[src/alarm_pkg.sv]
// Constants and types for the surveillance alarm command handler
package alarm_pkg;
  localparam int          CMD_BITS      = 16;
  localparam int          FRAME_BITS    = 52;
  localparam int          CODE_BITS     = 64;
  localparam logic [15:0] ALARM_CMD     = 16'hE004;
  localparam logic [15:0] ALARM_CMD_INV = 16'h1FFB;
  localparam logic [15:0] CRC16_PRESET  = 16'hFFFF;
  localparam logic [15:0] CRC16_POLY    = 16'h1021;
  localparam logic [15:0] CRC16_RESIDUE = 16'h1D0F;
  localparam logic [4:0]  CRC5_SEED     = 5'h09;
  localparam logic        DR_8          = 1'b0;
  localparam logic        DR_64_3       = 1'b1;
  localparam logic [1:0]  M_FM0         = 2'h0;
  localparam logic [1:0]  M_2           = 2'h1;
  localparam logic [1:0]  M_4           = 2'h2;
  localparam logic [1:0]  M_8           = 2'h3;
  localparam logic        TREXT_NONE    = 1'b0;
  localparam logic        TREXT_PILOT   = 1'b1;
  localparam logic        HEADER_BIT    = 1'b0;
  // Frame field positions, counted from the first received bit
  localparam int          POS_DR        = 32;
  localparam int          POS_M         = 33;
  localparam int          POS_TREXT     = 35;

  typedef enum logic [2:0] {
    ST_READY     = 3'h0,
    ST_ARBITRATE = 3'h1,
    ST_REPLY     = 3'h3,
    ST_ACKED     = 3'h2,
    ST_OPEN      = 3'h6,
    ST_SECURED   = 3'h7,
    ST_KILLED    = 3'h5
  } tag_state_t;
endpackage

[src/crc16_step.sv]
// One-bit serial CRC-16 update
`timescale 1ns/1ps
module crc16_step (
  input  wire logic [15:0] i_crc,
  input  wire logic        i_bit,
  output logic      [15:0] o_crc
);
  import alarm_pkg::*;
  logic fb;
  always_comb begin
    fb    = i_crc[15] ^ i_bit;
    o_crc = {i_crc[14:0], 1'b0} ^ (fb ? CRC16_POLY : 16'h0000);
  end
endmodule // crc16_step

[src/rfid_tag_alarm_command.sv]
// Tag-side handler for the surveillance alarm command
// What this block does
// - Reply only when alarm flag bit set
// - Reply only from the ready state
// - Alarm code is fixed 64 bits
// - Cleared flag blocks the reply; a ready tag stays ready, no fall to arbitrate
// - Reply without prior select or query
// - Frame starts with command and its inverse
// - DR bit picks divide ratio 8 or 64/3
// - M field picks 1, 2, 4, 8 cycles
// - TRext bit picks pilot tone or none
// - Load CRC5 with 01001b before reply
// - Header zero then 64 bits MSB first
// - Flag changes apply after next power-up
`timescale 1ns/1ps
module rfid_tag_alarm_command #(
  parameter logic [63:0] ALARM_CODE = 64'hA5A5_5A5A_C3C3_3C3C
) (
  input  wire logic                    i_clock,
  input  wire logic                    i_rst,
  input  wire logic                    i_frame_start,
  input  wire logic                    i_bit_valid,
  input  wire logic                    i_bit,
  input  wire logic                    i_frame_end,
  input  wire logic                    i_preamble_seen,
  input  wire logic                    i_alarm_flag_bit,
  input  wire alarm_pkg::tag_state_t   i_state,
  input  wire logic                    i_tx_bit_req,
  output logic                         o_state_set,
  output alarm_pkg::tag_state_t        o_state_next,
  output logic                         o_tx_active,
  output logic                         o_tx_bit,
  output logic                         o_tx_done,
  output logic                         o_dr,
  output logic [1:0]                   o_m,
  output logic                         o_trext,
  output logic [4:0]                   o_crc5
);
  import alarm_pkg::*;

  initial begin
    if (FRAME_BITS != 2 * CMD_BITS + 4 + 16) begin
      $error("frame length mismatch");
    end
  end

  typedef struct packed {
    logic        flag_latched;
    logic        flag_taken;
    logic [5:0]  cnt;
    logic [35:0] shreg;
    logic [15:0] crc;
    logic        preamble;
    logic        bad_len;
    logic        state_set;
    tag_state_t  state_next;
    logic        tx_active;
    logic [6:0]  tx_idx;
    logic        tx_bit;
    logic        tx_done;
    logic        dr;
    logic [1:0]  m;
    logic        trext;
    logic [4:0]  crc5;
  } st_t;

  st_t cur_ff;
  st_t nxt_ff;
  logic [15:0] crc_new;
  logic        frame_ok;
  logic        reply_go;

  crc16_step u_crc (
    .i_crc (cur_ff.crc),
    .i_bit (i_bit),
    .o_crc (crc_new)
  );

  always_comb begin
    nxt_ff           = cur_ff;
    nxt_ff.state_set = 1'b0;
    nxt_ff.tx_done   = 1'b0;
    // Flag sampled once after power-up release
    if (!cur_ff.flag_taken) begin
      nxt_ff.flag_taken   = 1'b1;
      nxt_ff.flag_latched = i_alarm_flag_bit;
    end
    if (i_frame_start) begin
      nxt_ff.cnt      = '0;
      nxt_ff.crc      = CRC16_PRESET;
      nxt_ff.preamble = i_preamble_seen;
      nxt_ff.bad_len  = 1'b0;
    end else if (i_bit_valid) begin
      nxt_ff.crc = crc_new;
      if (cur_ff.cnt < 6'(FRAME_BITS)) begin
        nxt_ff.cnt = cur_ff.cnt + 6'h01;
        if (cur_ff.cnt < 6'(POS_TREXT + 1)) begin
          nxt_ff.shreg = {cur_ff.shreg[34:0], i_bit};
        end
      end else begin
        nxt_ff.bad_len = 1'b1;
      end
    end
    frame_ok = i_frame_end && !cur_ff.bad_len && cur_ff.preamble
               && cur_ff.cnt == 6'(FRAME_BITS)
               && cur_ff.shreg[35:20] == ALARM_CMD
               && cur_ff.shreg[19:4] == ALARM_CMD_INV
               && cur_ff.crc == CRC16_RESIDUE;
    reply_go = 1'b0;
    if (frame_ok && !cur_ff.tx_active) begin
      unique case (i_state)
        ST_READY: begin
          reply_go = cur_ff.flag_latched;
        end
        ST_ARBITRATE, ST_REPLY, ST_ACKED: begin
          nxt_ff.state_set  = 1'b1;
          nxt_ff.state_next = ST_ARBITRATE;
        end
        ST_OPEN, ST_SECURED, ST_KILLED: begin
          nxt_ff.state_set = 1'b0;
        end
        default: begin
          nxt_ff.state_set = 1'b0;
        end
      endcase
    end
    if (reply_go) begin
      nxt_ff.tx_active = 1'b1;
      nxt_ff.tx_idx    = '0;
      nxt_ff.tx_bit    = HEADER_BIT;
      nxt_ff.crc5      = CRC5_SEED;
      nxt_ff.dr        = cur_ff.shreg[3];
      nxt_ff.m         = cur_ff.shreg[2:1];
      nxt_ff.trext     = cur_ff.shreg[0];
    end else if (cur_ff.tx_active && i_tx_bit_req) begin
      if (cur_ff.tx_idx == 7'(CODE_BITS)) begin
        nxt_ff.tx_active = 1'b0;
        nxt_ff.tx_done   = 1'b1;
        nxt_ff.tx_bit    = 1'b0;
      end else begin
        nxt_ff.tx_idx = cur_ff.tx_idx + 7'h01;
        nxt_ff.tx_bit = ALARM_CODE[6'(CODE_BITS - 1) - cur_ff.tx_idx[5:0]];
      end
    end
  end

  always_ff @(posedge i_clock or posedge i_rst) begin
    if (i_rst) begin
      cur_ff            <= '0;
      cur_ff.crc        <= CRC16_PRESET;
      cur_ff.state_next <= ST_READY;
    end else begin
      cur_ff <= nxt_ff;
    end
  end

  assign o_state_set  = cur_ff.state_set;
  assign o_state_next = cur_ff.state_next;
  assign o_tx_active  = cur_ff.tx_active;
  assign o_tx_bit     = cur_ff.tx_bit;
  assign o_tx_done    = cur_ff.tx_done;
  assign o_dr         = cur_ff.dr;
  assign o_m          = cur_ff.m;
  assign o_trext      = cur_ff.trext;
  assign o_crc5       = cur_ff.crc5;
endmodule // rfid_tag_alarm_command

[config.mk]
export PLATFORM = sky130hd
export DESIGN_NAME = rfid_tag_alarm_command
export DESIGN_NICKNAME = d
export VERILOG_FILES = /design/src/alarm_pkg.sv /design/src/crc16_step.sv /design/src/rfid_tag_alarm_command.sv
export SDC_FILE = /design/constraint.sdc
export NUM_CORES = 1
export LEC_CHECK = 0
export ABC_AREA = 1
export ABC_CLOCK_PERIOD_IN_PS = 3340
export BUFFER_PORTS_ARGS = -buffer_cell sky130_fd_sc_hd__buf_2
export CAP_MARGIN = 20
export CORE_UTILIZATION = 59
export DETAILED_ROUTE_END_ITERATION = 8
export GPL_TIMING_DRIVEN = 1
export MAX_ROUTING_LAYER = met4
export PLACE_DENSITY = 0.82
export SLEW_MARGIN = 5
export SYNTH_ARGS = -nofsm -noshare
export SYNTH_HDL_FRONTEND = slang
export SYNTH_SLANG_ARGS = --single-unit
[constraint.sdc]
create_clock -name i_clock -period 3.34 [get_ports i_clock]
set_clock_uncertainty 0.15 [all_clocks]
set_input_delay 0.501 -clock i_clock [delete_from_list [all_inputs] [get_ports i_clock]]
set_output_delay 0.501 -clock i_clock [all_outputs]
set_load 0.02 [all_outputs]
==> out/summary.txt <==
Minimum clock period = 2.01 ns
Vias in the first global route = 2363
CP endpoint kind = flip-flop
Total CTS buffers = 9
Final Cell Area = 3910 sq um
Critical Path AT = 2.09 ns
Finished Layout Cells = 516
Routed vias = 2632
Final setup vio count = 0
Port bufs = 22
Post-route clock period utilization = 60.1%
Setup WS post-layout = 1.33 ns
Hold slack = 0.133 ns
# IOs = 28
Kind of critical path = flip-flop to flip-flop
Fillers = 465
# placed instances = 500
Cell family with most CP delay = simple AND/OR/NAND/NOR gates
GP Congestion = 0.802
M1 WL = 2970 microns
Layout cell share with drive strength beyond 1 = 16.1%
Cells after Synth = 419
Leakage power = 2.07 nW
Min-Delay Path Class = primary input to asynchronous set/reset pin
Met2 Wirelength = 2960 microns
RSZ-0062 raised after global routing = no
Root Buffer = clkbuf_8
Die area = 6450 sq um
Max Slew Vio Count = 0
Dpl hpwl = 4240 microns
Final WL = 6210 microns
Hold Buf Count CTS = 0
Worst-skew pair later-pin latency = 0.35 ns
Initial antenna violation count = 0
Clock-pin slew on the worst setup and hold paths = 0.08 ns
Nets = 453
Slowest CP cell = dfrtp_1
First-pass GRT wire length = 10500 microns
CP peak stage delay = 0.41 ns
Peak supply drop = 304 uV
Max-Cap Viols = 0
Reg2reg setup slack = 1.33 ns
1st-iter DRT viols = 136
Post-CTS Setup Inserts = 0
PwrDens = 514 nW/um^2
Sequential fraction of design power = 55.3%
Drt wl/cell = 12.0 microns
Max frequency = 498 MHz
Rows = 28
Initial Utilization = 61.1%
Post-synthesis cell type count = 32
Clock power share = 34.6%
FF+latch count, synth = 79
Startpoint Class = flip-flop
Synthesized area = 3620 sq um
DR pass1 iterations = 4
Slew margin rel. = 42.3%
Syn Area/Cell = 8.64 sq um
Comb power frac = 10.0%
Clk sinks = 79
Max Root-Sink Buffers = 2
Switching part of the total = 27.0%
Area of the core = 5920 sq um
Die height = 80.3 microns
Met3 Wirelength = 196 microns
Sequential cell area fraction in the yosys report = 55.2%
PostCTS Resize Cnt = 0
H-tree depth = 3
Cell Chain, Critical Path = inv_1, ha_1, inv_1, nor2_1, nand2_1, nor2_1, nand2_1, nor2_2, nand3_2, nand2_1, o21ai_2
Ant diodes = 0
Run status = finished, final reports clean
Placed Instance Area = 3720 sq um
Top Layer Used = met4
Largest net degree at the start of global routing = 72
Residual DRC = 0
YS warnings = 0
CP required = 3.42 ns
Pre-CTS setup slack = 1.23 ns
GR Util All Layers = 22.1%
Int Power = 1.47 mW
Endpoints failing hold = 0
CP Buf/Inv Count = 2
Post-DRT Antenna Nets = 0
Tightest Pin Transition = 0.862 ns
CP Max Fanout = 21
Psw = 0.542 mW
Layout Area Growth over Synthesis = 8.16%
Die width = 80.3 microns
Top cell by count, worst path = nand2_1
Vias per cell = 5.10
GRT overflow = 0
TritonCTS clock tree = done
Total negative slack = 0 ns
## metrics by stage
stage | util [%] | power [mW]
4_1_cts | 66.1 | 2.03
3_5_place_dp | 62.8 | 1.33
5_1_grt | 66.1 | 2.12
3_3_place_gp | 62.8 | 1.32
6_report | 66.1 | 2.01
2_1_floorplan | - | 1.28
## flip-flops by register name, summed over array words and instances (netlist names)
signal        flops
cur_ff           69
o_tx_active       1
o_dr              1
o_tx_done         1
o_tx_bit          1
o_trext           1
o_m               2
o_state_next      1
o_crc5            1
o_state_set       1
## metal layers
metal / GRT usage (%) / up-vias
met5: - / -
met4: 8.57 / 0
met3: 3.75 / 10
met2: 35.4 / 46
met1: 28.3 / 1240
li1: - / 1336
## area by class of cell
type | count | area, sq um | area share (%)
Sequential cell | 79 | 2000 | 51.0
Multi-Input combinational cell | 255 | 1250 | 31.8
Inverter | 66 | 248 | 6.33
Timing Repair Buffer | 25 | 133 | 3.39
Clock buffer | 9 | 124 | 3.16
Tap cell | 75 | 93.8 | 2.40
Clock inverter | 7 | 72.6 | 1.85
## Yosys cell counts
library cell,n,share of area [%]
dfstp_2,16,12
nor2_1,53,5.5
dfrtp_1,63,44
nand3_2,2,0.55
o22ai_1,1,0.17
o21ai_1,3,0.41
nand4_2,1,0.35
nand4_1,1,0.17
o21ai_2,4,0.97
nor2_2,1,0.17
mux2_2,2,0.62
xor2_1,2,0.48
a22oi_1,12,2.5
buf_4,10,2.1
a21oi_1,28,3.9
buf_2,2,0.28
a31oi_1,1,0.17
conb_1,2,0.21
clkbuf_2,1,0.14
or2_2,1,0.17
nand2_1,77,8.0
buf_1,1,0.10
buf_6,2,0.62
nor2_4,1,0.31
xnor2_1,2,0.48
o21ai_0,31,4.3
inv_2,1,0.10
clkbuf_1,7,0.73
nor3_1,4,0.55
nand3_1,17,2.4
inv_1,65,6.7
ha_1,5,1.7
## layout by cell type (no fill, tap or decap), types with 3 or more instances in the layout
| cell type | n |
|---|---|
| nand2_1 | 77 |
| buf_2 | 22 |
| dfrtp_1 | 63 |
| nor3_1 | 4 |
| o21ai_1 | 3 |
| ha_1 | 5 |
| nor2_1 | 53 |
| conb_1 | 6 |
| clkbuf_8 | 9 |
| o21ai_2 | 4 |
| nand3_1 | 17 |
| o21ai_0 | 31 |
| dfstp_2 | 16 |
| buf_4 | 3 |
| a22oi_1 | 12 |
| inv_1 | 64 |
| a21oi_1 | 28 |
## power by group through the flow
stage / clock network (mW) / logic (mW) / registers [mW]
final: 0.697 / 0.202 / 1.11
after global routing: 0.750 / 0.239 / 1.13
after CTS: 0.707 / 0.206 / 1.11
after detailed placement: 0 / 0.203 / 1.13
after global placement: 0 / 0.194 / 1.12
after floorplan: 0 / 0.164 / 1.11
## cells by family (layout without fill, tap and decap cells)
logic type / Yosys count / in the layout / synth area share [%]
buf+inv: 89 / 107 / 10.8
compound gates: 80 / 80 / 12.4
other cells: 2 / 6 / 0.208
flops: 79 / 79 / 55.2
fa+ha+maj: 5 / 5 / 1.73
simple gates: 158 / 158 / 18.1
mux: 2 / 2 / 0.622
xor+xnor: 4 / 4 / 0.968
## final timing paths
check	cells past startpoint	end	startpoint
setup reg to reg	11	o_trext	cur_ff[77]
max in group asynchronous	3	cur_ff[52]	i_rst
hold reg to reg	1	o_state_next[0]	o_state_next[0]
setup / recovery	11	o_trext	cur_ff[77]
hold / removal	2	cur_ff[12]	i_rst
min in group i_clock	3	cur_ff[24]	i_preamble_seen
Note: power is estimated with default switching activity, not from simulation.
